<file path="src/ofm_params.svh">
`ifndef OFM_PARAMS_SVH
`define OFM_PARAMS_SVH

// register word offsets
`define OFM_ADR_CFG   4'h0
`define OFM_ADR_MASK  4'h1
`define OFM_ADR_DIAG0 4'h2
`define OFM_ADR_DIAG1 4'h3
`define OFM_ADR_DIAG2 4'h4
`define OFM_ADR_STAT  4'h5
`define OFM_ADR_LIVE  4'h6

// configuration bits
`define OFM_CFG_STOP  0
`define OFM_CFG_WDSEL 1

// mask bits
`define OFM_MSK_REG_UV 0
`define OFM_MSK_REG_OV 1
`define OFM_MSK_SUP_OV 2
`define OFM_MSK_SUP_UV 3
`define OFM_MSK_TEMP   4
`define OFM_MSK_PIN_OV 5
`define OFM_MSK_TMO    6
`define OFM_MSK_GUV    8

// flag bits in diag 1, diag 2 and status
`define OFM_D1_REG_UV 0
`define OFM_D1_REG_OV 1
`define OFM_D2_SUP_OV 0
`define OFM_D2_SUP_UV 1
`define OFM_ST_TMO    0
`define OFM_ST_PIN_OV 1
`define OFM_ST_TEMP   2
`define OFM_ST_COMMON 15

// reset values
`define OFM_CFG_RST  16'h0000
`define OFM_MASK_RST 16'h0000
`define OFM_CMP_RST  15'h4000

// timing
`define OFM_CLK_PERIOD_NS 8
`define OFM_TMO_TIME_NS   20000

`endif

</file>
<file path="src/ofm_pkg.sv">
package ofm_pkg;

	// qualified analog comparator indications
	typedef struct packed {
		logic       vreg_uv;
		logic       vreg_ov;
		logic       temp_warn;
		logic       vbb_ov;
		logic       vbb_uv;
		logic [3:0] gate_uv;
		logic [5:0] logic_ov;
	} ofm_cmp_t;

	// logic input pins
	typedef struct packed {
		logic       enable;
		logic [3:0] phase;
	} ofm_pin_t;

	// register port request
	typedef struct packed {
		logic [3:0]  addr;
		logic [15:0] wdata;
		logic        wr;
		logic        rd;
	} ofm_bus_t;

	// enable watchdog states
	typedef enum logic [1:0] {
		OFM_WD_IDLE    = 2'b00,
		OFM_WD_RUN     = 2'b01,
		OFM_WD_TIMEOUT = 2'b10
	} ofm_wd_t;

endpackage

</file>
<file path="src/ofm_fault_monitor.sv">
`timescale 1ns/1ps
`include "ofm_params.svh"
// Function
// - regulator undervoltage latches its flag and forces all gates low
// - regulator recovery re-enables gates; flag stays until cleared
// - regulator monitor active from power-up, gates low until regulator good
// - regulator undervoltage mask disables flag and gate shutdown
// - regulator overvoltage only latches its flag
// - temperature warning only latches its status flag
// - supply overvoltage only latches its flag
// - supply undervoltage latches its flag and forces gates low
// - supply recovery re-enables gates; flag stays until cleared
// - each gate undervoltage monitored only while that gate is active
// - gate undervoltage only sets flags, which stay until cleared
// - any logic pin overvoltage latches the logic pin flag
// - logic pin overvoltage with stop-on-fault disables all gates
// - all pins back below threshold reactivates gates; flag stays
// - enable input directly gates all outputs
// - enable is direct by default; select bit turns on watchdog
// - first enable transition in watchdog mode activates gates, starts timer
// - missed toggle forces gates low and latches timeout flag
// - later enable transition reactivates gates; timeout flag stays
// - status bit 15 is common fault flag of status bits 0 to 2
// - every diagnostic here is maskable
module ofm_fault_monitor #(
	parameter int unsigned TMO_CYCLES = `OFM_TMO_TIME_NS / `OFM_CLK_PERIOD_NS,
	parameter int unsigned CNT_W      = 16
) (
	input  wire logic             clock_i,
	input  wire logic             nrst_i,
	input  wire logic             ce_i,
	input  wire ofm_pkg::ofm_cmp_t cmp_i,
	input  wire ofm_pkg::ofm_pin_t pin_i,
	input  wire ofm_pkg::ofm_bus_t bus_i,
	output logic [15:0]           rd_data_o,
	output logic [3:0]            gate_o
);

	// write hit on one register word
	function automatic logic ofm_wr_hit(
		input ofm_pkg::ofm_bus_t b,
		input logic [3:0]        off
	);
		ofm_wr_hit = b.wr && (b.addr == off);
	endfunction

	// sticky flag update, set wins over a write-one clear
	function automatic logic [15:0] ofm_sticky(
		input logic [15:0] old,
		input logic [15:0] set,
		input logic        clr,
		input logic [15:0] wd
	);
		logic [15:0] kill;
		kill = clr ? wd : 16'h0000;
		ofm_sticky = (old & ~kill) | set;
	endfunction

	localparam logic [CNT_W-1:0] TMO_LOAD = CNT_W'(TMO_CYCLES - 1);

	// synchroniser stages
	ofm_pkg::ofm_cmp_t cmp_m_q;
	ofm_pkg::ofm_cmp_t cmp_s_q;
	ofm_pkg::ofm_pin_t pin_m_q;
	ofm_pkg::ofm_pin_t pin_s_q;
	logic              en_p_q;

	// software registers
	logic [15:0] cfg_q;
	logic [15:0] mask_q;
	logic [15:0] diag0_q;
	logic [15:0] diag0_d;
	logic [15:0] diag1_q;
	logic [15:0] diag1_d;
	logic [15:0] diag2_q;
	logic [15:0] diag2_d;
	logic [15:0] stat_q;
	logic [15:0] stat_d;
	logic [15:0] rd_d;

	// watchdog
	ofm_pkg::ofm_wd_t wd_q;
	ofm_pkg::ofm_wd_t wd_d;
	logic [CNT_W-1:0] cnt_q;
	logic [CNT_W-1:0] cnt_d;
	logic             wdsel_p_q;

	// live fault terms
	logic       reg_uv_act;
	logic       reg_ov_act;
	logic       sup_ov_act;
	logic       sup_uv_act;
	logic       temp_act;
	logic       pin_ov_act;
	logic [3:0] guv_act;
	logic       en_edge;
	logic       tmo_ev;
	logic       en_ok;
	logic       drive_ok;
	logic [3:0] gate_d;

	// comparator and pin synchronisers
	// two-flop synchroniser
	always_ff @(posedge clock_i) begin
		if (!nrst_i) begin
			cmp_m_q <= `OFM_CMP_RST;
			cmp_s_q <= `OFM_CMP_RST;
		end else if (ce_i) begin
			cmp_m_q <= cmp_i;
			cmp_s_q <= cmp_m_q;
		end
	end

	// logic pin synchronisers and enable history
	always_ff @(posedge clock_i) begin
		if (!nrst_i) begin
			pin_m_q <= '0;
			pin_s_q <= '0;
			en_p_q  <= 1'b0;
		end else if (ce_i) begin
			pin_m_q <= pin_i;
			pin_s_q <= pin_m_q;
			en_p_q  <= pin_s_q.enable;
		end
	end

	// masked fault states
	// per-diagnostic masks
	assign reg_ov_act = cmp_s_q.vreg_ov & ~mask_q[`OFM_MSK_REG_OV];
	assign sup_ov_act = cmp_s_q.vbb_ov & ~mask_q[`OFM_MSK_SUP_OV];
	assign temp_act   = cmp_s_q.temp_warn & ~mask_q[`OFM_MSK_TEMP];
	assign reg_uv_act = cmp_s_q.vreg_uv & ~mask_q[`OFM_MSK_REG_UV];
	assign sup_uv_act = cmp_s_q.vbb_uv & ~mask_q[`OFM_MSK_SUP_UV];
	assign pin_ov_act = (|cmp_s_q.logic_ov) & ~mask_q[`OFM_MSK_PIN_OV];
	assign guv_act = cmp_s_q.gate_uv & gate_o & ~mask_q[`OFM_MSK_GUV +: 4];

	// enable transition
	assign en_edge = pin_s_q.enable ^ en_p_q;

	// configuration register
	always_ff @(posedge clock_i) begin
		if (!nrst_i) begin
			cfg_q <= `OFM_CFG_RST;
		end else if (ce_i && ofm_wr_hit(bus_i, `OFM_ADR_CFG)) begin
			cfg_q <= {14'h0000, bus_i.wdata[1:0]};
		end
	end

	// mask register
	always_ff @(posedge clock_i) begin
		if (!nrst_i) begin
			mask_q <= `OFM_MASK_RST;
		end else if (ce_i && ofm_wr_hit(bus_i, `OFM_ADR_MASK)) begin
			mask_q <= {4'h0, bus_i.wdata[11:8], 1'b0, bus_i.wdata[6:0]};
		end
	end

	// watchdog next state and timer
	always_comb begin
		wd_d  = wd_q;
		cnt_d = cnt_q;
		tmo_ev = 1'b0;
		if (!cfg_q[`OFM_CFG_WDSEL] || !wdsel_p_q) begin
			// direct mode, or just entered watchdog mode
			wd_d  = ofm_pkg::OFM_WD_IDLE;
			cnt_d = TMO_LOAD;
		end else begin
			unique case (wd_q)
				ofm_pkg::OFM_WD_IDLE,
				ofm_pkg::OFM_WD_TIMEOUT: begin
					if (en_edge) begin
						wd_d  = ofm_pkg::OFM_WD_RUN;
						cnt_d = TMO_LOAD;
					end
				end
				ofm_pkg::OFM_WD_RUN: begin
					if (en_edge) begin
						cnt_d = TMO_LOAD;
					end else if (cnt_q == '0) begin
						wd_d   = ofm_pkg::OFM_WD_TIMEOUT;
						tmo_ev = ~mask_q[`OFM_MSK_TMO];
					end else begin
						cnt_d = cnt_q - 1'b1;
					end
				end
				default: begin
					wd_d = ofm_pkg::OFM_WD_IDLE;
				end
			endcase
		end
	end

	// watchdog state registers
	always_ff @(posedge clock_i) begin
		if (!nrst_i) begin
			wd_q    <= ofm_pkg::OFM_WD_IDLE;
			cnt_q     <= TMO_LOAD;
			wdsel_p_q <= 1'b0;
		end else if (ce_i) begin
			wd_q      <= wd_d;
			cnt_q     <= cnt_d;
			wdsel_p_q <= cfg_q[`OFM_CFG_WDSEL];
		end
	end

	// enable qualification
	// direct level unless watchdog selected
	assign en_ok = cfg_q[`OFM_CFG_WDSEL] ? (wd_q == ofm_pkg::OFM_WD_RUN) : pin_s_q.enable;

	// output gating from all shutdown sources
	// regulator undervoltage blocks
	assign drive_ok = ~reg_uv_act & ~sup_uv_act & ~(pin_ov_act & cfg_q[`OFM_CFG_STOP]) & en_ok;

	assign gate_d = drive_ok ? pin_s_q.phase : 4'h0;

	// gate drive outputs
	// recovery re-enables
	always_ff @(posedge clock_i) begin
		if (!nrst_i) begin
			gate_o <= 4'h0;
		end else if (ce_i) begin
			gate_o <= gate_d;
		end
	end

	// sticky flag next values
	always_comb begin
		diag0_d = ofm_sticky(diag0_q, {12'h000, guv_act},
			ofm_wr_hit(bus_i, `OFM_ADR_DIAG0), {12'h000, bus_i.wdata[3:0]});
		diag1_d = ofm_sticky(diag1_q, {14'h0000, reg_ov_act, reg_uv_act},
			ofm_wr_hit(bus_i, `OFM_ADR_DIAG1), {14'h0000, bus_i.wdata[1:0]});
		diag2_d = ofm_sticky(diag2_q, {14'h0000, sup_uv_act, sup_ov_act},
			ofm_wr_hit(bus_i, `OFM_ADR_DIAG2), {14'h0000, bus_i.wdata[1:0]});
		stat_d = ofm_sticky(stat_q, {13'h0000, temp_act, pin_ov_act, tmo_ev},
			ofm_wr_hit(bus_i, `OFM_ADR_STAT), {13'h0000, bus_i.wdata[2:0]});
		stat_d[`OFM_ST_COMMON] = |stat_d[2:0];
	end

	// sticky flag registers
	always_ff @(posedge clock_i) begin
		if (!nrst_i) begin
			diag0_q <= 16'h0000;
			diag1_q <= 16'h0000;
			diag2_q <= 16'h0000;
			stat_q  <= 16'h0000;
		end else if (ce_i) begin
			diag0_q <= diag0_d;
			diag1_q <= diag1_d;
			diag2_q <= diag2_d;
			stat_q  <= stat_d;
		end
	end

	// read multiplexer, unmapped words read zero
	always_comb begin
		unique case (bus_i.addr)
			`OFM_ADR_CFG:   rd_d = cfg_q;
			`OFM_ADR_MASK:  rd_d = mask_q;
			`OFM_ADR_DIAG0: rd_d = diag0_q;
			`OFM_ADR_DIAG1: rd_d = diag1_q;
			`OFM_ADR_DIAG2: rd_d = diag2_q;
			`OFM_ADR_STAT:  rd_d = stat_q;
			`OFM_ADR_LIVE:  rd_d = {wd_q, 2'b00, gate_o, guv_act,
				pin_ov_act, sup_uv_act, reg_ov_act, reg_uv_act};
			default:        rd_d = 16'h0000;
		endcase
	end

	// read data stands one cycle after the strobe only
	always_ff @(posedge clock_i) begin
		if (!nrst_i) begin
			rd_data_o <= 16'h0000;
		end else if (ce_i) begin
			rd_data_o <= bus_i.rd ? rd_d : 16'h0000;
		end
	end

endmodule

</file>
<file path="config.mk">
export PLATFORM = sky130hd
export DESIGN_NAME = ofm_fault_monitor
export DESIGN_NICKNAME = d
export VERILOG_FILES = /design/src/ofm_pkg.sv /design/src/ofm_fault_monitor.sv
export VERILOG_INCLUDE_DIRS = /design/src
export SDC_FILE = /design/constraint.sdc
export NUM_CORES = 1
export LEC_CHECK = 0
export BUFFER_PORTS_ARGS = -buffer_cell sky130_fd_sc_hd__clkbuf_2
export CORE_ASPECT_RATIO = 1.75
export CORE_UTILIZATION = 25
export CTS_CLUSTER_SIZE = 12
export DETAILED_ROUTE_END_ITERATION = 10
export PLACE_DENSITY = 0.38
export SLEW_MARGIN = 25
export SYNTH_ARGS = -nofsm -noshare
export SYNTH_HDL_FRONTEND = slang
export SYNTH_SLANG_ARGS = --single-unit
</file>
<file path="constraint.sdc">
create_clock -name clock_i -period 3.4 [get_ports clock_i]
set_input_delay 0.68 -clock clock_i [delete_from_list [all_inputs] [get_ports clock_i]]
set_output_delay 0.68 -clock clock_i [all_outputs]
set_load 0.01 [all_outputs]
</file>
After elaboration in Yosys (flattened, before gate mapping)
Cells that the tools add are included.
- register bits after elaboration: 157
- bits in latches: 0
- bits in writable memories: 0
- ROM bits: 0
- input bits: 45
- output and inout port bits: 20
- logic and storage cells: 121
- memories: 0
- add/subtract/negate cells: 1
- multipliers: 0
- divide/modulo/power cells: 0
- magnitude comparators: 0
- equal/unequal tests: 12
- shift-type cells: 0
- multiplexer cells: 22
- bitwise operators: 36
- reduce and logical (&&, ||, !) cells: 20
- operators with widths (operator ; number):
    16-bit one-hot mux with 7 select lines ; 1
    16-bit two-way mux ; 5
    16-bit AND ; 3
    2-bit inverter with 16-bit output ; 2
    16-bit by 2-bit bitwise OR with 16-bit output ; 2
    16-bit one-hot mux with 2 select lines ; 1
    16-bit zero test ; 1
    4-bit inverter with 16-bit output ; 1
    16-bit by 4-bit bitwise OR with 16-bit output ; 1
    16-bit by 1-bit subtractor with 16-bit output (second input constant) ; 1
    15-bit AND ; 1
    3-bit inverter with 15-bit output ; 1
    15-bit by 3-bit bitwise OR with 15-bit output ; 1
    4-bit by 3-bit == test with 1-bit output (second input constant) ; 3
    2-bit two-way mux ; 6
    1-bit AND ; 10
    1-bit inverter ; 10
    3-bit inequality test (second input constant) ; 3
    4-bit AND ; 2
    4-bit by 2-bit == test with 1-bit output (second input constant) ; 2
    1-bit logical AND ; 8
    4-bit two-way mux ; 2
    4-bit AND reduction ; 2
    6-bit OR reduction ; 1
    other kinds (16) ; 21

Longest topological paths before layout
- depth in word-level cells: 7
- mapped depth: 8
- mapped depth without buffers: 7

Worst setup path before layout
OpenSTA, ideal clock, no wires.
- path kind: register to register
- from: register cnt_q[0]
- to: register cnt_q[9]
- library setup time: 143 ps
- arrival: 1891 ps
- required time: 3257 ps
- slack: 1365 ps
- cell stages (with the launch flop): 8
- buffers on the path: 0
- period minus slack after synthesis: 2035 ps
- cell sequence: dfxtp_1 -> inv_1 -> ha_1 -> or3b_1 -> or4b_4 -> o211ai_2 -> or3_2 -> a21oi_1
- cells in the longest elaborated chain, start to end: 5
- elaborated cells on any way between the ends: 8
- those cells by class: add/sub: 1; eq/ne: 1; mux: 4; reduce/logical: 2
- RTL lines (what ; RTL line ; RTL):
    start, declared ; ofm_fault_monitor.sv:84 ; logic [CNT_W-1:0] cnt_q;
    start signal, assigned ; ofm_fault_monitor.sv:201 ; cnt_q <= cnt_d;
    16-bit by 1-bit subtractor with 16-bit output ; ofm_fault_monitor.sv:183 ; cnt_d = cnt_q - 1'b1;
    16-bit two-way mux ; ofm_fault_monitor.sv:179 ; end else if (cnt_q == '0) begin
    16-bit two-way mux ; ofm_fault_monitor.sv:177 ; if (en_edge) begin
    16-bit one-hot mux with 2 select lines ; ofm_fault_monitor.sv:168 ; unique case (wd_q)
    16-bit two-way mux ; ofm_fault_monitor.sv:163 ; if (!cfg_q[`OFM_CFG_WDSEL] || !wdsel_p_q) begin
Parallel ways exist; a longest one is shown, timed or not. The select of a mux whose other input is x is not followed.
A chain may end at the register's enable or synchronous reset.

Worst setup path in the final report
- from: register cnt_q[0]
- to: register stat_q[15]
- cells in the longest elaborated chain, start to end: 7
- RTL lines (what ; RTL line ; RTL):
    16-bit zero test ; ofm_fault_monitor.sv:179 ;
    1-bit two-way mux ; ofm_fault_monitor.sv:179 ;
    1-bit two-way mux ; ofm_fault_monitor.sv:177 ;
    1-bit two-way mux ; ofm_fault_monitor.sv:168 ;
    1-bit two-way mux ; ofm_fault_monitor.sv:163 ;
    15-bit by 3-bit bitwise OR with 15-bit output ; ofm_fault_monitor.sv:56 ; ofm_sticky = (old & ~kill) | set;
    3-bit OR reduction ; ofm_fault_monitor.sv:236 ; stat_d[`OFM_ST_COMMON] = |stat_d[2:0];
    end signal, assigned ; ofm_fault_monitor.sv:250 ; stat_q <= stat_d;
    end, declared ; ofm_fault_monitor.sv:77 ; logic [15:0] stat_q;
Every way passes these cells.

==> flow_summary.html <==
<table>
<tr><th>Metric</th><th>Value</th></tr>
<tr><th colspan="2">Status</th></tr>
<tr><td>Status</td><td>completed</td></tr>
<tr><th colspan="2">Clock tree</th></tr>
<tr><td>Total CTS buffers</td><td>9</td></tr>
<tr><td>Post-CTS setup buffer count</td><td>0</td></tr>
<tr><td>CTS tree</td><td>yes</td></tr>
<tr><td>Depth of the CTS H-tree</td><td>3</td></tr>
<tr><td>Root buf cell</td><td>sky130_fd_sc_hd__clkbuf_16</td></tr>
<tr><td>Clock sink count</td><td>103</td></tr>
<tr><td>Clock insertion delay at the later pin of the skew report</td><td>0.35 ns</td></tr>
<tr><td>Number of gates resized after cts</td><td>0</td></tr>
<tr><td>Maximum root-to-sink buffer count</td><td>2</td></tr>
<tr><td>Register clock-pin slew on the reported worst setup and hold paths</td><td>0.08 ns</td></tr>
<tr><td>Hold buffer count at CTS</td><td>0</td></tr>
<tr><th colspan="2">STA</th></tr>
<tr><td>Sum of negative setup slack</td><td>0 ns</td></tr>
<tr><td>Count of final setup violators</td><td>0</td></tr>
<tr><td>Largest clock skew in the final design</td><td>0.0139 ns</td></tr>
<tr><td>Max-slew headroom</td><td>0.532</td></tr>
<tr><td>Number of max-slew violations in the final report</td><td>0</td></tr>
<tr><td>Final worst path period share</td><td>0.725</td></tr>
<tr><td>Slew @ Worst Pin</td><td>0.700 ns</td></tr>
<tr><td>Maximum frequency from static timing analysis</td><td>406 MHz</td></tr>
<tr><td>Period minus WS final</td><td>2.46 ns</td></tr>
<tr><td>Number of failing hold endpoints at the final stage</td><td>0</td></tr>
<tr><td>RSZ-0062 raised after global routing</td><td>false</td></tr>
<tr><td>Worst hold slack after final layout</td><td>0.467 ns</td></tr>
<tr><th colspan="2">Worst setup path</th></tr>
<tr><td>Crit. path cell count</td><td>7</td></tr>
<tr><td>Endpoint of the worst-slack reg-to-reg timing path</td><td>stat_q[15]</td></tr>
<tr><td>Critical Path, Cell by Cell</td><td>inv_1, ha_1, or3b_1, or4b_4, nor4_1, a211oi_1, a31oi_1</td></tr>
<tr><td>Critical path origin</td><td>cnt_q[0]</td></tr>
<tr><td>Worst path buffer plus inverter count</td><td>1</td></tr>
<tr><td>Worst endpoint required time</td><td>3.67 ns</td></tr>
<tr><td>Library cell contributing the largest single delay on the critical path</td><td>sky130_fd_sc_hd__or4b_4</td></tr>
<tr><td>Category of the critical setup timing path</td><td>flop to flop</td></tr>
<tr><td>Kind of cell adding the most delay to the critical path</td><td>simple AND/OR/NAND/NOR gates</td></tr>
<tr><td>Endpoint type of the worst setup path</td><td>flop</td></tr>
<tr><td>Longest individual stage delay on the worst path</td><td>0.56 ns</td></tr>
<tr><td>Crit start category</td><td>flop</td></tr>
<tr><td>Flop-to-flop setup slack</td><td>0.94 ns</td></tr>
<tr><td>Signal arrival time at the worst endpoint</td><td>2.73 ns</td></tr>
<tr><td>Launch instance of the worst register-to-register path</td><td>cnt_q[0]</td></tr>
<tr><td>Depth of the worst register-to-register path</td><td>7</td></tr>
<tr><td>Capture point of the critical path</td><td>stat_q[15]</td></tr>
<tr><td>Max Fanout on Critical Path</td><td>6</td></tr>
<tr><th colspan="2">Yosys</th></tr>
<tr><td>Avg Inst Size Synth</td><td>9.00 um^2</td></tr>
<tr><td>Top flip-flop cell by instance count after synthesis</td><td>sky130_fd_sc_hd__dfxtp_1</td></tr>
<tr><td>Post-synth EDFFs</td><td>0</td></tr>
<tr><td>Summed instance area of the synthesized netlist</td><td>4380 um^2</td></tr>
<tr><td>Async set-or-reset flop fraction in the synthesized netlist</td><td>0</td></tr>
<tr><td>Number of storage elements in the synthesis netlist</td><td>103</td></tr>
<tr><td>Yosys warning total</td><td>0</td></tr>
<tr><td>Instance count of the mapped netlist</td><td>487</td></tr>
<tr><td>Share of the yosys chip area belonging to registers</td><td>0.470</td></tr>
<tr><td>Post-synthesis cell type count</td><td>64</td></tr>
<tr><th colspan="2">Cells and area</th></tr>
<tr><td>Final Net Count</td><td>581</td></tr>
<tr><td>Fillers</td><td>1860</td></tr>
<tr><td>Share of final-layout standard cells stronger than drive strength 1</td><td>0.181</td></tr>
<tr><td>Commonest cells after routing, fill and taps aside</td><td>103 x sky130_fd_sc_hd__dfxtp_1, 72 x sky130_fd_sc_hd__nor2_1, 56 x sky130_fd_sc_hd__clkbuf_2, 44 x sky130_fd_sc_hd__mux2i_1, 42 x sky130_fd_sc_hd__nand2_1</td></tr>
<tr><td>Area Growth Syn to Fin</td><td>19.7%</td></tr>
<tr><td>Antenna fix cells</td><td>0</td></tr>
<tr><td>Leading cell type in the layout, fill and taps excluded</td><td>sky130_fd_sc_hd__dfxtp_1</td></tr>
<tr><th colspan="2">Flow run</th></tr>
<tr><td>Max-cap violation count</td><td>0</td></tr>
<tr><th colspan="2">Route</th></tr>
<tr><td>Drt drc</td><td>0</td></tr>
<tr><td>Drt wl/cell</td><td>16.8 um</td></tr>
<tr><td>Detailed-route wire length</td><td>12900 um</td></tr>
<tr><td>DR pass1 iterations</td><td>6</td></tr>
<tr><td>Via/cell ratio</td><td>4.82</td></tr>
<tr><td>Number of routed nets with antenna violations</td><td>0</td></tr>
<tr><td>Violation count after the first detailed-route iteration</td><td>218</td></tr>
<tr><td>Total number of vias</td><td>3694</td></tr>
<tr><th colspan="2">GRT</th></tr>
<tr><td>GRT Resource Usage Total</td><td>0.148</td></tr>
<tr><td>Global route overflow</td><td>0</td></tr>
<tr><td>Maximum number of pins on one net before global-route repair</td><td>57</td></tr>
<tr><td>Antenna violations before repair</td><td>0</td></tr>
<tr><td>Number of global-route vias before repair</td><td>3525</td></tr>
<tr><td>Wire length of the first global-routing pass</td><td>19900 um</td></tr>
<tr><th colspan="2">Place</th></tr>
<tr><td>Routability congestion estimate</td><td>0.811</td></tr>
<tr><td>Port buffer count</td><td>57</td></tr>
<tr><td>Post-detail-place hpwl</td><td>9370 um</td></tr>
<tr><th colspan="2">Die</th></tr>
<tr><td>Initial Util</td><td>0.257</td></tr>
<tr><td>IO Pins</td><td>65</td></tr>
<tr><td>Total die area</td><td>18100 um^2</td></tr>
<tr><td>Vert. Die Dim</td><td>177 um</td></tr>
<tr><td>Die span in x</td><td>102 um</td></tr>
<tr><td>Total core area</td><td>17000 um^2</td></tr>
<tr><td>FP Rows</td><td>63</td></tr>
<tr><th colspan="2">Power and ir drop</th></tr>
<tr><td>Power Internal</td><td>1.90 mW</td></tr>
<tr><td>Relative contribution of sequential cells to total power</td><td>0.490</td></tr>
<tr><td>Worst voltage drop across the vdd grid</td><td>0.311 mV</td></tr>
<tr><td>Power consumption</td><td>2.56 mW</td></tr>
<tr><td>Static leakage power</td><td>2.05 nW</td></tr>
<tr><td>Power per cell area</td><td>488 nW/um^2</td></tr>
<tr><td>Proportion of power drawn by combinational gates</td><td>0.071</td></tr>
<tr><td>Clock power share</td><td>0.438</td></tr>
<tr><td>Switching share of total power</td><td>0.257</td></tr>
<tr><td>Power spent charging and discharging nets</td><td>0.658 mW</td></tr>
<tr><th colspan="2">Hold path</th></tr>
<tr><td>Worst Hold Class</td><td>flop to flop</td></tr>
<tr><td>Hold Path Depth</td><td>2</td></tr>
</table>
registers in the layout, summed over array words and instances (netlist names), 4 cells and up:
signal	cells
rd_data_o	14
pin_s_q	5
pin_m_q	5
mask_q	11
stat_q	4
cmp_m_q	15
gate_o	4
cmp_s_q	15
diag0_q	4
cnt_q	16
metrics by stage:
stage	utilization	worst slack, ns	instances	instance area [um^2]
2_1_floorplan	-	1.37	488	4390
3_3_place_gp	0.289	0.816	751	4920
3_5_place_dp	0.289	0.767	751	4920
4_1_cts	0.308	0.944	767	5250
5_1_grt	0.308	0.712	767	5250
6_report	0.308	0.936	767	5250
logic make-up (layout without fill, tap and decap cells):
kind of cell / count (synthesis) / count (layout) / share of synthesized area
simple gates: 192 / 192 / 0.218
flops: 103 / 103 / 0.470
compound gates: 100 / 100 / 0.149
mux: 45 / 45 / 0.106
buf+inv: 38 / 90 / 0.0377
xor+xnor: 7 / 7 / 0.0157
fa+ha+maj: 1 / 1 / 0.00285
other cells: 1 / 2 / 0.000855
layout make-up:
type                       instances  area [um^2]  area share
tap                              227          284      0.0541
clock buffer                       9          225      0.0429
multi-input combinational        347         2180       0.415
clock inverter                     7          103      0.0196
inverter                           8         30.0     0.00572
sequential                       103         2060       0.393
timing repair buffer              66          368      0.0701
synthesized netlist by cell type (6+ instances only):
cell type	number	area share
sky130_fd_sc_hd__o21ai_0	18	0.021
sky130_fd_sc_hd__nor2b_1	6	0.0086
sky130_fd_sc_hd__nand3_1	20	0.023
sky130_fd_sc_hd__mux2i_1	44	0.10
sky130_fd_sc_hd__buf_2	6	0.0068
sky130_fd_sc_hd__or3_1	8	0.011
sky130_fd_sc_hd__a21oi_1	37	0.042
sky130_fd_sc_hd__nor3_1	7	0.0080
sky130_fd_sc_hd__dfxtp_1	103	0.47
sky130_fd_sc_hd__nand2_1	42	0.036
sky130_fd_sc_hd__inv_1	7	0.0060
sky130_fd_sc_hd__nor2_1	72	0.062
sky130_fd_sc_hd__clkbuf_1	19	0.016
sky130_fd_sc_hd__a22oi_1	9	0.015
power groups by stage:
stage	logic (mW)	clock network, mW	registers (mW)
after floorplan	0.118	0	1.28
after global placement	0.184	0	1.28
after detailed placement	0.186	0	1.29
after CTS	0.187	1.16	1.26
after global routing	0.203	1.21	1.26
final	0.183	1.12	1.26
worst reg2reg max path, delay by kind of cell, from the launching register on:
family	cells	cell delay [ns]
simple gates	3	1.51
compound gates	2	0.32
buf+inv	1	0.09
fa+ha+maj	1	0.16
flops	1	0.32
how the worst min path moves through the flow:
stage | startpoint | end | slack [ns]
floorplan | diag0_q[0] | diag0_q[0] | 0.44
global placement | pin_s_q[0] | gate_o[0] | 0.45
detailed placement | diag0_q[1] | diag0_q[1] | 0.46
CTS | diag0_q[0] | diag0_q[0] | 0.47
global route | cmp_m_q[14] | cmp_m_q[14] | 0.50
finish | diag0_q[0] | diag0_q[0] | 0.47
per-layer routing:
metal	vias to the layer above	global-route usage	wire length, um
met4	0	0.0536	192
met5	-	0	0
met2	70	0.271	6970
met3	9	0.0225	424
met1	1776	0.171	5280
li1	1839	-	-
No activity file was read; power rests on OpenSTA's default activity.
